## config.mk

```make
export PLATFORM = sky130hd
export DESIGN_NAME = udrt_timer
export DESIGN_NICKNAME = d
export VERILOG_FILES = /design/src/design/udrt_pkg.sv /design/src/design/udrt_timer.sv /design/src/design/udrt_pin_sync.sv
export SDC_FILE = /design/constraint.sdc
export NUM_CORES = 1
export LEC_CHECK = 0
export ABC_AREA = 0
export BUFFER_PORTS_ARGS = -buffer_cell sky130_fd_sc_hd__buf_2
export CAP_MARGIN = 0
export CORE_MARGIN = 2
export CORE_UTILIZATION = 54
export CTS_CLUSTER_DIAMETER = 200
export CTS_CLUSTER_SIZE = 24
export DETAILED_ROUTE_END_ITERATION = 8
export PLACE_DENSITY = 0.89
export SLEW_MARGIN = 20
export SYNTH_ARGS = -nofsm -noshare
export SYNTH_HDL_FRONTEND = slang
export SYNTH_SLANG_ARGS = --single-unit
```

## constraint.sdc

```tcl
create_clock -name aclk -period 5.6 [get_ports aclk]
set_input_delay 0.56 -clock aclk [delete_from_list [all_inputs] [get_ports aclk]]
set_output_delay 0.56 -clock aclk [all_outputs]
set_load 0.02 [all_outputs]
```

## src/design/udrt_pkg.sv

```systemverilog
`default_nettype none
package udrt_pkg;

	// ************************************************
	// bus geometry
	// ************************************************
	localparam int unsigned ADDR_W = 32;
	localparam int unsigned DATA_W = 32;

	// register indices; byte address is the index times four
	localparam logic [29:0] MODE_IDX  = 30'h0000ffb4;
	localparam logic [29:0] COUNT_IDX = 30'h0000ffb5;

	// ************************************************
	// mode register fields and reset values
	// ************************************************
	localparam int unsigned MODE_AUTO_BIT  = 7;
	localparam int unsigned MODE_HWDIR_BIT = 6;
	localparam int unsigned MODE_DOWN_BIT  = 5;
	localparam int unsigned MODE_CLK_LO    = 0;
	localparam logic [1:0]  MODE_RSVD_VAL  = 2'h3;
	localparam logic [7:0]  MODE_RESET     = 8'h18;
	localparam logic [7:0]  COUNT_RESET    = 8'h00;
	localparam logic [7:0]  RELOAD_RESET   = 8'h00;
	localparam logic [7:0]  COUNT_TOP      = 8'hff;
	localparam logic [7:0]  COUNT_BOTTOM   = 8'h00;
	localparam int unsigned NUM_PRESCALE   = 6;

	localparam logic [1:0]  RESP_OKAY      = 2'h0;
	localparam logic [1:0]  RESP_SLVERR    = 2'h2;

	// count clock selection codes
	typedef enum logic [2:0] {
		CLK_DIV8192 = 3'b000,
		CLK_DIV2048 = 3'b001,
		CLK_DIV512  = 3'b010,
		CLK_DIV64   = 3'b011,
		CLK_DIV16   = 3'b100,
		CLK_DIV4    = 3'b101,
		CLK_SUB4    = 3'b110,
		CLK_EVENT   = 3'b111
	} udrt_clk_t;

	// ************************************************
	// axi4-lite carriers
	// ************************************************
	typedef struct packed {
		logic              awvalid;
		logic [ADDR_W-1:0] awaddr;
		logic              wvalid;
		logic [DATA_W-1:0] wdata;
		logic [3:0]        wstrb;
		logic              bready;
		logic              arvalid;
		logic [ADDR_W-1:0] araddr;
		logic              rready;
	} udrt_axi_req_t;

	typedef struct packed {
		logic              awready;
		logic              wready;
		logic              bvalid;
		logic [1:0]        bresp;
		logic              arready;
		logic              rvalid;
		logic [DATA_W-1:0] rdata;
		logic [1:0]        rresp;
	} udrt_axi_rsp_t;

endpackage
`default_nettype wire

```

## src/design/udrt_timer.sv

```systemverilog
// Contract
// RULE1 - mode bit 7 picks interval or reload
// RULE2 - bits 6,5 pick up, down or pin
// RULE3 - direction pin high counts down, low up
// RULE4 - bits 4,3 read one, ignore writes
// RULE5 - bits 2..0 pick the count clock
// RULE6 - code 111 counts chosen event pin edges
// RULE7 - counter read-only, readable without disturbing
// RULE8 - every overflow or underflow sets request flag
// RULE9 - interrupt only when flag and enable set
// RULE10 - wrap on first clock after top/bottom
// RULE11 - interval mode wraps to 00 or ff
// RULE12 - reload write also loads the counter
// RULE13 - reload mode loads reload value on wrap
// RULE14 - reload mode otherwise same as interval
// RULE15 - counter and reload share one address
// RULE16 - reset: count 00, reload 00, mode 18
// RULE17 - software routes event pin before code 111
// RULE18 - software routes direction pin before use
// RULE19 - low power: only subclock or event counts
// RULE20 - subclock source synchronised to system clock
// RULE21 - pins sampled; edges become one-cycle enables
//
// Chosen here: the AXI4-Lite interface to the registers.
`timescale 1ns/1ps
`default_nettype none
module udrt_timer (
	input  wire logic                    aclk,
	input  wire logic                    aresetn,
	input  wire udrt_pkg::udrt_axi_req_t axi_req,
	output var  udrt_pkg::udrt_axi_rsp_t axi_rsp,
	input  wire logic [5:0]              prescale_tick,
	input  wire logic                    subclock_div4,
	input  wire logic                    event_input_pin,
	input  wire logic                    count_direction_pin,
	input  wire logic                    event_edge_select,
	input  wire logic                    low_power_mode,
	input  wire logic                    timer_interrupt_enable,
	input  wire logic                    timer_flag_clear,
	output var  logic                    timer_request_flag,
	output var  logic                    timer_irq
);
	import udrt_pkg::*;

	// ************************************************
	// state
	// ************************************************
	typedef struct packed {
		udrt_axi_rsp_t     rsp;
		logic              aw_held;
		logic [ADDR_W-1:0] aw_addr;
		logic              w_held;
		logic [DATA_W-1:0] w_data;
		logic [3:0]        w_strb;
		logic              auto_reload;
		logic              hw_dir;
		logic              sw_down;
		udrt_clk_t         clk_sel;
		logic [7:0]        count;
		logic [7:0]        reload;
		logic              flag;
		logic              irq;
		logic              event_prev;
		logic              sub_prev;
	} udrt_state_t;

	udrt_state_t st_ff;
	udrt_state_t nxt_st;

	logic [2:0] pin_stable;
	logic       event_level;
	logic       sub_level;
	logic       dir_level;
	logic       event_edge;
	logic       sub_edge;
	logic       count_tick;
	logic       count_down;
	logic       wr_fire;
	logic       wr_mode;
	logic       wr_count;
	logic       wr_hit;
	logic       rd_mode;
	logic       rd_count;
	logic [7:0] mode_value;
	logic       at_limit;

	// ************************************************
	// pin sampling
	// ************************************************
	// all three outside signals share one synchroniser
	udrt_pin_sync #(
		.WIDTH (3)
	) u_sync (
		.aclk       (aclk),
		.aresetn    (aresetn),
		.pin_async  ({subclock_div4, count_direction_pin, event_input_pin}),
		.pin_stable (pin_stable)
	);

	assign event_level = pin_stable[0];
	assign dir_level   = pin_stable[1];
	assign sub_level   = pin_stable[2];

	// edges of sampled levels become single-cycle enables
	assign event_edge = event_edge_select ? (event_level & ~st_ff.event_prev)  // RULE6 RULE21
	                                      : (~event_level & st_ff.event_prev);
	assign sub_edge   = sub_level & ~st_ff.sub_prev;                           // RULE20

	// ************************************************
	// count clock and direction
	// ************************************************
	// internal prescaled clocks stop in low power, so only the slow sources remain
	always_comb
	begin
		case (st_ff.clk_sel)                                                   // RULE5
			CLK_SUB4:  count_tick = sub_edge;
			CLK_EVENT: count_tick = event_edge;                                // RULE6 RULE17
			default:   count_tick = prescale_tick[st_ff.clk_sel] & ~low_power_mode; // RULE19
		endcase
	end

	// pin decides when hw control is on, software bit otherwise
	assign count_down = st_ff.hw_dir ? dir_level : st_ff.sw_down;             // RULE2 RULE3 RULE18
	assign at_limit   = count_down ? (st_ff.count == COUNT_BOTTOM)
	                               : (st_ff.count == COUNT_TOP);

	// ************************************************
	// bus decode
	// ************************************************
	assign wr_fire  = st_ff.aw_held & st_ff.w_held & ~st_ff.rsp.bvalid;
	assign wr_hit   = (st_ff.aw_addr[ADDR_W-1:2] == MODE_IDX) ||
	                  (st_ff.aw_addr[ADDR_W-1:2] == COUNT_IDX);
	// a write with lane 0 disabled is answered but changes nothing
	assign wr_mode  = wr_fire & st_ff.w_strb[0] & (st_ff.aw_addr[ADDR_W-1:2] == MODE_IDX);
	assign wr_count = wr_fire & st_ff.w_strb[0] & (st_ff.aw_addr[ADDR_W-1:2] == COUNT_IDX); // RULE15
	assign rd_mode  = axi_req.araddr[ADDR_W-1:2] == MODE_IDX;
	assign rd_count = axi_req.araddr[ADDR_W-1:2] == COUNT_IDX;

	// reserved pair always reads as ones
	assign mode_value = {st_ff.auto_reload, st_ff.hw_dir, st_ff.sw_down,
	                     MODE_RSVD_VAL, st_ff.clk_sel};                       // RULE4

	// ************************************************
	// next state
	// ************************************************
	always_comb
	begin
		nxt_st            = st_ff;
		nxt_st.event_prev = event_level;
		nxt_st.sub_prev   = sub_level;

		// write address and data are captured in either order
		if (axi_req.awvalid && st_ff.rsp.awready)
		begin
			nxt_st.aw_held = 1'b1;
			nxt_st.aw_addr = axi_req.awaddr;
		end
		if (axi_req.wvalid && st_ff.rsp.wready)
		begin
			nxt_st.w_held = 1'b1;
			nxt_st.w_data = axi_req.wdata;
			nxt_st.w_strb = axi_req.wstrb;
		end
		if (st_ff.rsp.bvalid && axi_req.bready)
			nxt_st.rsp.bvalid = 1'b0;
		if (wr_fire)
		begin
			nxt_st.aw_held    = 1'b0;
			nxt_st.w_held     = 1'b0;
			nxt_st.rsp.bvalid = 1'b1;
			nxt_st.rsp.bresp  = wr_hit ? RESP_OKAY : RESP_SLVERR;
		end

		// reads never touch the counter, so counting runs on
		if (st_ff.rsp.rvalid && axi_req.rready)
			nxt_st.rsp.rvalid = 1'b0;
		if (axi_req.arvalid && st_ff.rsp.arready)
		begin
			nxt_st.rsp.rvalid = 1'b1;
			nxt_st.rsp.rresp  = (rd_mode || rd_count) ? RESP_OKAY : RESP_SLVERR;
			if (rd_mode)
				nxt_st.rsp.rdata = {24'h000000, mode_value};
			else if (rd_count)
				nxt_st.rsp.rdata = {24'h000000, st_ff.count};                 // RULE7 RULE15
			else
				nxt_st.rsp.rdata = '0;
		end
		nxt_st.rsp.awready = ~nxt_st.aw_held;
		nxt_st.rsp.wready  = ~nxt_st.w_held;
		nxt_st.rsp.arready = ~nxt_st.rsp.rvalid;

		// mode bits; reserved bits are not stored at all
		if (wr_mode)
		begin
			nxt_st.auto_reload = st_ff.w_data[MODE_AUTO_BIT];                 // RULE1
			nxt_st.hw_dir      = st_ff.w_data[MODE_HWDIR_BIT];                // RULE2
			nxt_st.sw_down     = st_ff.w_data[MODE_DOWN_BIT];
			nxt_st.clk_sel     = udrt_clk_t'(st_ff.w_data[MODE_CLK_LO +: 3]); // RULE5
		end

		// a software load beats a count tick in the same cycle
		if (wr_count)
		begin
			nxt_st.reload = st_ff.w_data[7:0];                                // RULE12
			nxt_st.count  = st_ff.w_data[7:0];
		end
		else if (count_tick)
		begin
			if (at_limit)
			begin
				nxt_st.flag = 1'b1;                                           // RULE8 RULE10
				if (st_ff.auto_reload)
					nxt_st.count = st_ff.reload;                              // RULE13 RULE14
				else
					nxt_st.count = count_down ? COUNT_TOP : COUNT_BOTTOM;     // RULE11
			end
			else if (count_down)
				nxt_st.count = st_ff.count - 8'h01;
			else
				nxt_st.count = st_ff.count + 8'h01;
		end

		// a clear loses against a wrap in the same cycle
		if (timer_flag_clear && !(count_tick && at_limit && !wr_count))
			nxt_st.flag = 1'b0;
		nxt_st.irq = st_ff.flag & timer_interrupt_enable;                     // RULE9
	end

	// ************************************************
	// registers
	// ************************************************
	// reset leaves an interval up-counter on the slowest clock
	always_ff @(posedge aclk)
	begin
		if (!aresetn)
		begin
			st_ff             <= '0;
			st_ff.auto_reload <= MODE_RESET[MODE_AUTO_BIT];                   // RULE16
			st_ff.hw_dir      <= MODE_RESET[MODE_HWDIR_BIT];
			st_ff.sw_down     <= MODE_RESET[MODE_DOWN_BIT];
			st_ff.clk_sel     <= CLK_DIV8192;
			st_ff.count       <= COUNT_RESET;
			st_ff.reload      <= RELOAD_RESET;
		end
		else
			st_ff <= nxt_st;
	end

	assign axi_rsp            = st_ff.rsp;
	assign timer_request_flag = st_ff.flag;
	assign timer_irq          = st_ff.irq;
endmodule
`default_nettype wire

```

## src/design/udrt_pin_sync.sv

```systemverilog
`timescale 1ns/1ps
`default_nettype none
module udrt_pin_sync #(
	parameter int unsigned WIDTH = 3
) (
	input  wire logic             aclk,
	input  wire logic             aresetn,
	input  wire logic [WIDTH-1:0] pin_async,
	output var  logic [WIDTH-1:0] pin_stable
);
	import udrt_pkg::*;

	generate
		if (WIDTH < 1)
		begin : g_bad_width
			$error("udrt_pin_sync needs at least one bit");
		end
	endgenerate

	typedef struct packed {
		logic [WIDTH-1:0] s1;
		logic [WIDTH-1:0] s2;
		logic [WIDTH-1:0] s3;
		logic [WIDTH-1:0] stable;
	} udrt_sync_state_t;

	udrt_sync_state_t st_ff;
	udrt_sync_state_t nxt_st;

	// three stages; s1 feeds only s2, a change is taken once s2 and s3 agree
	always_comb
	begin
		nxt_st        = st_ff;
		nxt_st.s1     = pin_async;
		nxt_st.s2     = st_ff.s1;
		nxt_st.s3     = st_ff.s2;
		nxt_st.stable = (~(st_ff.s2 ^ st_ff.s3) & st_ff.s3) | ((st_ff.s2 ^ st_ff.s3) & st_ff.stable);
	end

	always_ff @(posedge aclk)
	begin
		if (!aresetn)
			st_ff <= '0;
		else
			st_ff <= nxt_st;
	end

	assign pin_stable = st_ff.stable;

endmodule
`default_nettype wire

```

== Word level (Yosys, flattened, before mapping) ==
Cells that the tools add are included.

* Add/sub/neg operators: 2
* Multipliers: 0
* Div/mod/pow operators: 0
* Order comparisons: 1
* Equality and inequality tests: 7
* Shift-type cells: 0
* Muxes and demuxes: 24
* Bitwise gates (word level): 25
* Reductions and logical operators: 17

{| class="wikitable"
|+ Operator list
! kind !! number
|-
| 30-bit by 16-bit == test with 1-bit output (second input constant) || 4
|-
| 8-bit two-way mux || 8
|-
| 37-bit two-way mux || 1
|-
| 35-bit two-way mux || 1
|-
| 33-bit two-way mux || 1
|-
| 1-bit bitwise AND || 10
|-
| 1-bit NOT || 10
|-
| 8-bit by 1-bit adder with 8-bit output (second input constant) || 1
|-
| 8-bit == test (second input constant) || 1
|-
| 1-bit logical AND || 8
|-
| 8-bit zero test || 1
|-
| 1-bit two-way mux || 8
|-
| 8-bit by 1-bit subtractor with 8-bit output (second input constant) || 1
|-
| 3-bit bitwise AND || 2
|-
| 3-bit == test (second input constant) || 2
|-
| 3-bit by 4-bit less-than comparator with 1-bit output (second input constant) || 1
|-
| 2-bit two-way mux || 2
|-
| 2-bit nonzero test || 2
|-
| 1-bit binary-select mux with 3-bit select || 1
|-
| 3-bit two-way mux || 1
|-
| 3-bit NOT || 1
|-
| 3-bit OR || 1
|-
| 3-bit AND reduction || 1
|-
| 3-bit XOR || 1
|-
| 4 further kinds || 6
|}

* Register bits after elaboration: 149
* Bits in latches: 0
* Memory bits (writable): 0
* ROM bits: 0
* Output and inout port bits: 43
* Memories kept: 0

== Logic depth before layout (Yosys ltp) ==
Gate-level depths: netlist (run 1).

* Depth after elaboration: 9
* Gate-level depth with buffers: 9

== Modules after synthesis ==
Synthesis (run 1) repeated with hierarchy kept, for this count alone.

* Cell total of the unflattened synthesis: 545
* Area total of the unflattened synthesis: 4,708.3 µm²

{| class="wikitable"
|+ Modules (own cells, without submodules)
! module !! times used !! cells each !! area each (µm²) !! seq. area each (µm²)
|-
| udrt_timer || 1 || 511 || 4,317.9 || 1,641.6
|-
| udrt_pin_sync || 1 || 34 || 390.4 || 240.2
|}

== Worst setup path before layout (run 1) ==
Ideal clock, no wire load.

* Path type: flip-flop to flip-flop
* From: register st_ff (netlist bit mode_value[6])
* To: register st_ff[19] (netlist name)
* Library setup time: 126 ps
* Arrival time: 2,134 ps
* Data required time: 5,474 ps
* Setup slack: 3,340 ps
* Cell stages (with the launch flop): 9
* Clock period less this slack: 2,260 ps
* Cell sequence: dfxtp_1 -> mux2i_4 -> inv_2 -> ha_1 -> a211oi_1 -> o211ai_1 -> a41o_1 -> o31ai_1 -> a21boi_1

* Longest elaborated chain between the ends: 6
* Elaborated cells between the ends (all ways): 8

{| class="wikitable"
|+ RTL lines
! what !! line !! text
|-
| start, declared || udrt_timer.sv:67 || <nowiki>udrt_state_t st_ff;</nowiki>
|-
| start signal, assigned || udrt_timer.sv:246 || <nowiki>st_ff <= nxt_st;</nowiki>
|-
| 1-bit two-way mux (*) || udrt_timer.sv:123 || <nowiki>assign count_down = st_ff.hw_dir ? dir_level : st_ff.sw_down;</nowiki>
|-
| 8-bit two-way mux || udrt_timer.sv:215 || <nowiki>nxt_st.count = count_down ? COUNT_TOP : COUNT_BOTTOM;</nowiki>
|-
| 8-bit two-way mux || udrt_timer.sv:212 || <nowiki>if (st_ff.auto_reload)</nowiki>
|-
| 8-bit two-way mux (*) || udrt_timer.sv:209 || <nowiki>if (at_limit)</nowiki>
|-
| 8-bit two-way mux (*) || udrt_timer.sv:207 || <nowiki>else if (count_tick)</nowiki>
|-
| 8-bit two-way mux (*) || udrt_timer.sv:202 || <nowiki>if (wr_count)</nowiki>
|}

Mark *: on every way between the ends. The rest lies on a longest branch, timed or not. The select of a mux whose other input is x is not followed.
A chain may end at the register's enable or synchronous reset.

== Worst setup path after layout (run 1) ==
Ends and elaborated chain as after synthesis.

==> out/results.tsv, run 1 <==
stage	metric	value	unit
yosys	synth_top_area_share	40.1	%
yosys	synth_commonest_cells	nand2_1, dfxtp_1, a21boi_0, buf_4, clkbuf_1	
routing	ant_nets	0	
global_route	grt_max_degree	97	
clock_network	clk_pin_slew_worst_paths	0.09	ns
global_route	overflow	0	
global_route	antenna_found_initial	0	
sta	hold_viol	0	
clock_network	cts_root_buf	clkbuf_8	
floorplan	dieArea	9440	um2
sta	holdWs	0.407	ns
floorplan	die_w	97.2	um
final_layout	n_antenna_cell	0	
yosys	synth_seq_cells	94	
clock_network	ctsResizeCount	0	
sta	rsz0062_at_grt	no	
routing	drt_wl_total	10000	um
run	cap_violations	0	
floorplan	rows	33	
routing	drt-initial-drc-count	214	
yosys	yosysUniqueCellTypes	63	
yosys	synth_area_leaders	dfxtp_1, nand2_1, a21boi_0	
clock_network	htreeDepth	3	
worst_setup_path	cp-startpoint	mode_value[6]$_SDFFE_PN0P_	
worst_setup_path	critPathMaxFanout	13	
sta	setup_viol	0	
placed_design	placed_area	5010	um2
global_route	grt_first_pass_wirelength	16300	um
routing	vias	3946	
power	vdd_drop_max	0.000148	V
worst_setup_path	crit_arrival	2.85	ns
floorplan	fp.dieH	97.2	um
worst_setup_path	required	5.84	ns
power	leakage	2.18	nW
yosys	synth.avg_cell_area	8.70	um2
yosys	yosysMostFrequentCell	nand2_1	
floorplan	fp.coreArea	8300	um2
clock_network	cts_setup_buffers	0	
clock_network	cts_made_buffers	9	
global_route	grt_pass1_vias	3581	
worst_setup_path	cp-end-kind	flop	
routing	first_pass_iters	5	
final_layout	stdcell_area	5250	um2
worst_setup_path	startpoint_type	flop	
sta	min_period	2.61	ns
yosys	synth_ff_type	dfxtp_1	
routing	wl_per_cell	13.9	um
placed_design	globalplace.congestion	0.962	
final_layout	drive_above_1_share	22.3	%
sta	fin_crit_sh	46.6	%
routing	drc	0	
global_route	groute.usage.overall	20.5	%
yosys	synth_top_area_cell	dfxtp_1	
floorplan	initial_core_util	56.5	%
routing	viasPerCell	5.46	
placed_design	port-buffer-count	105	
final_layout	nets	740	
final_layout	final_core_util	63.2	%
sta	fin_skew	0.00803	ns
clock_network	clk_latency	0.35	ns
worst_hold_path	min_from	subclock_div4	
clock_network	cts_tree	yes	
yosys	ys_async_sr_fraction	0	%
sta	slew_violations	0	
power	power	1.37	mW
yosys	syn_area	4690	um2
outcome	outcome	complete, no violations	
yosys	yosysWarnings	0	
floorplan	ios	163	
sta	fmax	0.383	GHz
yosys	synth_edf_count	0	
clock_network	clk_path_buf_depth	2	
worst_hold_path	hold_path.class	in2reg	
worst_setup_path	worstSetupPathType	reg2reg	
sta	worst_slew_pin_slew	0.935	ns
clock_network	cts_hold_buffers	0	
clock_network	clock-sinks	94	
yosys	synth_seq_area_share	40.1	%
worst_setup_path	r2r_start	mode_value[6]$_SDFFE_PN0P_	
power	p_per_area	261	nW/um2
yosys	netlist_instances	539	
sta	setup-tns-final	0	ns
final_layout	area_delta_synth_final	11.9	%
placed_design	dpl.hpwl	7390	um
sta	relSlewSlack	37.5	%
==> metrics by stage <==
step / cells / worst slack, ns
floorplan: 564 / 3.34
global placement: 707 / 3.15
detailed placement: 707 / 3.04
CTS: 723 / 3.04
finish: 723 / 2.99
global route: 723 / 2.81
==> placed cells by master (no fill, tap or decap), types with 2 or more instances in the layout <==
master / n
nor3b_1: 2
inv_1: 5
o31ai_1: 7
dfxtp_1: 94
nor2b_1: 10
nor3_1: 3
nor2_1: 18
conb_1: 26
ha_1: 6
a211o_1: 2
and3_1: 4
a211oi_1: 2
a21oi_1: 8
and2_1: 19
mux2i_1: 14
o21a_1: 4
o211ai_1: 8
and4b_1: 3
a21o_1: 2
nand2b_1: 9
clkbuf_8: 11
o221ai_1: 3
a21boi_1: 11
nand3_1: 7
nor4bb_1: 5
mux2_2: 2
nand4_1: 8
nand2_1: 117
nand3b_1: 2
xor2_1: 2
bufinv_16: 2
a21boi_0: 48
buf_2: 105
o21ai_0: 9
nor4_1: 9
==> path summary, 6_finish.rpt <==
| path | to | slack, ns | depth (start not counted) |
|---|---|---|---|
| worst max-delay path | st_ff[19]$_SDFFE_PN0P_ | 2.99 | 9 |
| worst min-delay path | u_sync.nxt_st[8]$_SDFF_PN0_ | 0.41 | 2 |
| worst max register to register | st_ff[19]$_SDFFE_PN0P_ | 2.99 | 9 |
| worst min register to register | u_sync.nxt_st[5]$_SDFF_PN0_ | 0.44 | 1 |
==> worst max-delay path, cell delays in order (launching register included) <==
cell	delay [ns]
dfxtp_1	0.42
mux2i_4	0.33
inv_2	0.16
ha_1	0.39
o211ai_1	0.16
o211ai_1	0.37
a21oi_1	0.13
a41o_1	0.22
o31ai_1	0.24
a21boi_1	0.09
==> state kept, by name, summed over array words and instances, names as in the netlist, named ones only <==
register,flops
u_sync.nxt_st,6
st_ff,59
axi_rsp,15
mode_value,6
u_sync.st_ff,3
timer_request_flag,1
timer_irq,1
==> cell type report <==
class,count,area (um2)
Clock buffer,12,155
Clock inverter,4,77.6
Fill cell,691,3050
Inverter,6,22.5
Multi-Input combinational cell,396,2440
Sequential cell,94,1880
Tap cell,105,131
Timing Repair Buffer,106,533
==> where the power goes <==
part	internal, mW	total, mW	switching (mW)
sequential	0.693	0.715	0.0221
clock	0.279	0.511	0.232
combinational	0.0633	0.145	0.0821
total	1.03	1.37	0.336
==> kinds of logic (layout without fill, tap and decap cells) <==
group           after synthesis  after routing  share of synthesized area (%)
compound gates              117            117                           19.0
xor+xnor                      3              3                          0.561
fa+ha+maj                     7              7                           2.03
buf+inv                      74            128                           9.74
flops                        94             94                           40.1
mux                          18             18                           4.43
other cells                   1             26                         0.0800
simple gates                225            225                           24.0
==> metal layers <==
| layer | vias up | track usage, % | part of all wire, % |
|---|---|---|---|
| met2 | 163 | 36.8 | 50 |
| met5 | - | 0 | 0 |
| met1 | 1824 | 23.6 | 40 |
| li1 | 1942 | - | - |
| met4 | 0 | 7.26 | 1.8 |
| met3 | 17 | 5.04 | 7.7 |
Power figures use the tool's default switching activity.
==> run 2, diff against run 1 <==
CORE_UTILIZATION = 45   (was 54)
PLACE_DENSITY = 0.8   (was 0.89)
clock period = 2.4 ns   (was 5.6 ns; I/O delays follow)
==> run 2 against run 1 <==
Against the previous run: fmax rose by 16%; first-iteration DRC count fell by 31%; sequential cell count did not move; utilization fell by 11 points; worst setup slack got worse by 2.8 ns; sequential power rose by 130%; sequential share of layout area fell by 0.86 points.
==> out/results.tsv, run 2 (synthesis gave the netlist of run 1 again) <==
stage	metric	value	unit
routing	drt_wl_total	9920	um
sta	slew_violations	0	
worst_setup_path	rr_worst_depth	9	
power	swShare	25.5	%
placed_design	placed_area	5120	um2
final_layout	mostFrequentLayoutCell	nand2_1	
sta	fin_crit_sh	93.7	%
routing	drt-initial-drc-count	147	
routing	vias	3894	
placed_design	dpl.hpwl	7500	um
routing	first_pass_iters	4	
floorplan	ios	163	
sta	fin_skew	0.0117	ns
floorplan	fp.dieH	106	um
sta	fmax	0.445	GHz
final_layout	final_cell_mix	nand2_1, buf_2, dfxtp_1	
routing	wl_per_cell	13.0	um
sta	relSlewSlack	37.2	%
clock_network	cts_tree	yes	
worst_hold_path	whs_path_depth	2	
power	intPower	2.29	mW
clock_network	clk_pin_slew_worst_paths	0.09	ns
final_layout	fillCellCount	940	
power	power.clock.fraction	34.3	%
global_route	grt_first_pass_wirelength	16600	um
worst_setup_path	ff2ff_setup_slack	0.15	ns
routing	drc	0	
placed_design	dpl.cell_count	748	
floorplan	die_w	106	um
floorplan	fp.coreArea	10200	um2
final_layout	nets	750	
power	leakage	2.20	nW
sta	worst_slew_pin_slew	0.940	ns
worst_setup_path	critPathMaxFanout	6	
clock_network	cts_root_buf	clkbuf_8	
worst_setup_path	endpoint	st_ff[19]$_SDFFE_PN0P_	
power	vdd_drop_max	0.000364	V
run	cap_violations	0	
sta	setup_viol	0	
worst_hold_path	hold_path.class	in2reg	
worst_setup_path	cp-end-kind	flop	
worst_setup_path	cp-startpoint	mode_value[6]$_SDFFE_PN0P_	
global_route	gr-usage-met1	21.5	%
placed_design	globalplace.congestion	0.936	
clock_network	htreeDepth	3	
global_route	grt_pass1_vias	3709	
power	pwr-share-comb	11.5	%
floorplan	initial_core_util	45.8	%
global_route	top_usage_layer	met2	
final_layout	regMostFlops	st_ff	
placed_design	port-buffer-count	105	
routing	viasPerCell	5.10	
power	p_per_area	571	nW/um2
floorplan	rows	37	
global_route	met2_usage	31.9	%
worst_setup_path	reg2reg_to	st_ff[19]$_SDFFE_PN0P_	
floorplan	dieArea	11200	um2
clock_network	cts_setup_buffers	0	
power	p_sw	0.784	mW
worst_setup_path	crit_arrival	2.51	ns
clock_network	clock-sinks	94	
global_route	overflow	0	
sta	setup-tns-final	0	ns
global_route	grt_max_degree	37	
sta	min_period	2.25	ns
final_layout	largest_reg_flops	59	
final_layout	final_cells	764	
final_layout	stdcell_area	5380	um2
global_route	antenna_found_initial	0	
worst_setup_path	worstSetupPathType	reg2reg	
worst_setup_path	required	2.66	ns
routing	ant_nets	0	
final_layout	area_delta_synth_final	14.7	%
power	seq_power_share	54.2	%
final_layout	drive_above_1_share	24.5	%
clock_network	clk_latency	0.36	ns
sta	hold_viol	0	
global_route	groute.usage.overall	18.2	%
worst_setup_path	startpoint_type	flop	
clock_network	clk_path_buf_depth	2	
clock_network	cts_made_buffers	9	
worst_setup_path	r2r_start	mode_value[6]$_SDFFE_PN0P_	
sta	rsz0062_at_grt	no	
final_layout	n_antenna_cell	0	
final_layout	final_core_util	52.6	%
outcome	outcome	complete, no violations	
global_route	use_met3	5.58	%
==> run 2: cell types whose count changed in the layout (fill, tap and decap cells not counted), sizes merged <==
cell and change:
clkinvlp +2, bufinv -1, buf +10, clkinv -1
==> run 2: routing by layer <==
layer	part of all wire (%)	up-vias	wire, um
met5	0	-	0
met4	1.1	0	105
met3	7.4	9	730
met2	50	135	4940
met1	42	1780	4140
li1	-	1970	-
==> run 2: power groups by stage <==
stage,logic [mW],clock network [mW],registers (mW)
after floorplan,0.272,0,1.69
after global placement,0.339,0,1.70
after detailed placement,0.349,0,1.70
after CTS,0.350,1.09,1.66
after global routing,0.398,1.16,1.68
final,0.354,1.05,1.67
==> run 2: timing repair <==
action / in CTS / in global routing
gates resized for setup: 0 / 8
endpoints found under the setup margin: 0 / 8
endpoints found under the hold margin: 0 / 0
hold buffers: 0 / 0
==> run 2: worst min path at each step <==
stage,start,endpoint
global placement,u_sync.nxt_st[6]$_SDFF_PN0_,u_sync.nxt_st[3]$_SDFF_PN0_
CTS,count_direction_pin,u_sync.nxt_st[7]$_SDFF_PN0_
detailed placement,u_sync.nxt_st[8]$_SDFF_PN0_,u_sync.nxt_st[5]$_SDFF_PN0_
finish,count_direction_pin,u_sync.nxt_st[7]$_SDFF_PN0_
floorplan,event_input_pin,u_sync.nxt_st[6]$_SDFF_PN0_
global route,event_input_pin,u_sync.nxt_st[6]$_SDFF_PN0_
==> run 2: layout make-up <==
| type | count | area, um2 | area share, % |
|---|---|---|---|
| flip-flops and latches | 94 | 1880 | 35.0 |
| clock buffers | 12 | 145 | 2.70 |
| well taps | 136 | 170 | 3.16 |
| inverters | 6 | 22.5 | 0.419 |
| repair buffers | 116 | 608 | 11.3 |
| multi-input cells | 396 | 2490 | 46.4 |
| clock inverters | 4 | 53.8 | 1.00 |
==> run 2: metrics by stage <==
step                setup WS, ns  total power, mW  hold slack, ns
global placement           0.113             2.04           0.419
global route              0.0160             3.23          0.0620
floorplan                  0.140             1.96           0.367
detailed placement        0.0895             2.05           0.421
finish                     0.151             3.07          0.0811
CTS                       0.0751             3.10          0.0651
==> run 2: worst max-delay path, cell delays in order, from the launching register on <==
cell and delay [ns]:
dfxtp_2 0.37, mux2i_4 0.25, inv_2 0.12, ha_4 0.30
o211ai_1 0.10, o211ai_1 0.37, a21oi_1 0.13, a41o_1 0.22
o31ai_2 0.20, a21boi_1 0.08
==> run 3, diff against run 2 <==
==> constraint.sdc (replaced) <==
create_clock -name aclk -period 2.4 [get_ports aclk]
set_input_delay 0.12 -clock aclk [delete_from_list [all_inputs] [get_ports aclk]]
set_output_delay 0.12 -clock aclk [all_outputs]
set_load 0.02 [all_outputs]
==> run 3 against run 2 <==
Against the previous run: hold slack got worse by 0.074 ns; die area unchanged; largest power group unchanged; non-clock buffer count increased by 16; combinational power increased by 5%.
==> out/results.tsv, run 3 (synthesis gave the netlist of run 1 again) <==
stage	metric	value	unit
outcome	outcome	complete, no violations	
final_layout	final_core_util	54.4	%
final_layout	regMostFlops	st_ff	
worst_setup_path	required	2.65	ns
final_layout	drive_above_1_share	23.9	%
sta	setup-tns-final	0	ns
global_route	antenna_found_initial	0	
power	p_per_area	575	nW/um2
routing	drt-initial-drc-count	144	
final_layout	n_antenna_cell	0	
global_route	grt_pass1_vias	3857	
floorplan	fp.coreArea	10200	um2
floorplan	die_w	106	um
floorplan	initial_core_util	45.8	%
sta	setup_viol	0	
floorplan	ios	163	
sta	fmax	0.428	GHz
sta	slew_violations	0	
sta	worst_slew_pin_slew	0.935	ns
worst_setup_path	crit_arrival	2.59	ns
power	vdd_drop_max	0.000307	V
worst_hold_path	hold_path.class	in2reg	
power	power	3.20	mW
global_route	groute.usage.overall	18.9	%
placed_design	placed_area	5120	um2
clock_network	cts_tree	yes	
routing	drt_wl_total	10300	um
placed_design	port-buffer-count	105	
final_layout	final_cells	780	
clock_network	cts_made_buffers	9	
worst_setup_path	cp-startpoint	mode_value[6]$_SDFFE_PN0P_	
worst_setup_path	critPathMaxFanout	9	
sta	min_period	2.34	ns
sta	fin_skew	0.0120	ns
clock_network	cts_root_buf	clkbuf_8	
floorplan	dieArea	11200	um2
clock_network	clk_latency	0.36	ns
clock_network	clock-sinks	94	
routing	viasPerCell	5.15	
placed_design	dpl.hpwl	7660	um
final_layout	mostFrequentLayoutCell	nand2_1	
final_layout	largest_reg_flops	59	
sta	fin_crit_sh	97.4	%
worst_setup_path	startpoint_type	flop	
worst_setup_path	worstSetupPathType	reg2reg	
routing	first_pass_iters	4	
global_route	grt_first_pass_wirelength	17400	um
final_layout	final_cell_mix	nand2_1, buf_2, dfxtp_1	
placed_design	dpl.cell_count	747	
clock_network	htreeDepth	3	
global_route	overflow	0	
routing	wl_per_cell	13.2	um
final_layout	area_delta_synth_final	18.7	%
worst_hold_path	min_from	axi_req[35]	
worst_setup_path	r2r_start	mode_value[6]$_SDFFE_PN0P_	
run	cap_violations	0	
floorplan	rows	37	
worst_setup_path	cp-end-kind	flop	
placed_design	globalplace.congestion	0.928	
floorplan	fp.dieH	106	um
sta	relSlewSlack	37.5	%
clock_network	clk_path_buf_depth	2	
power	leakage	2.27	nW
routing	ant_nets	0	
clock_network	clk_pin_slew_worst_paths	0.09	ns
sta	hold_viol	0	
routing	vias	4014	
final_layout	nets	766	
global_route	grt_max_degree	39	
final_layout	stdcell_area	5560	um2
routing	drc	0	
-- run 3: worst paths after layout --
check / cells past startpoint / slack [ns] / end
hold / removal: 3 / 0.008 / st_ff[26]$_SDFFE_PN0P_
setup reg to reg: 10 / 0.06 / st_ff[19]$_SDFFE_PN0P_
hold reg to reg: 1 / 0.44 / u_sync.nxt_st[4]$_SDFF_PN0_
setup / recovery: 10 / 0.06 / st_ff[19]$_SDFFE_PN0P_
-- run 3: metrics by stage --
stage          setup WS [ns]  hold WS, ns
2_1_floorplan          0.140        0.247
3_3_place_gp          0.0951        0.334
3_5_place_dp          0.0183        0.333
4_1_cts              0.00721     0.000282
5_1_grt              -0.0313     0.000816
6_report              0.0623      0.00755
-- run 3: timing repair --
item                                    CTS  global route
hold buffers                             16             0
setup buffers                             0             1
gates resized for setup                   0             9
endpoints found under the hold margin    16             0
endpoints found under the setup margin    0            13
-- run 3: final cells by class --
type                            count  area [um2]
Clock buffer                       11         141
Clock inverter                      5        82.6
Fill cell                         919        4670
Inverter                            6        25.0
Multi-Input combinational cell    396        2490
Sequential cell                    94        1890
Tap cell                          136         170
Timing Repair Buffer              132         768
-- run 3: layer usage --
layer,vias to the layer above,global-route usage [%],routed length [um],part of all wire (%)
met2,148,33.1,5120,50
li1,2000,-,-,-
met3,21,3.56,673,6.5
met5,-,0,0,0
met1,1845,22.6,4330,42
met4,0,7.99,206,2.0
-- run 3: where the power goes --
part | leakage, nW | switching (mW) | internal (mW)
Clock | 0.102 | 0.545 | 0.615
Combinational | 1.40 | 0.199 | 0.174
Sequential | 0.766 | 0.0502 | 1.62
Total | 2.27 | 0.794 | 2.40
-- run 3: worst max-delay path: stages (launching register included) --
cell and delay (ns):
dfxtp_4 0.38, mux2i_4 0.26, inv_4 0.11, ha_4 0.31, o211ai_1 0.11, o211ai_1 0.35
buf_4 0.18, a21bo_2 0.12, a21oi_1 0.06, o31ai_1 0.24, a21boi_1 0.10
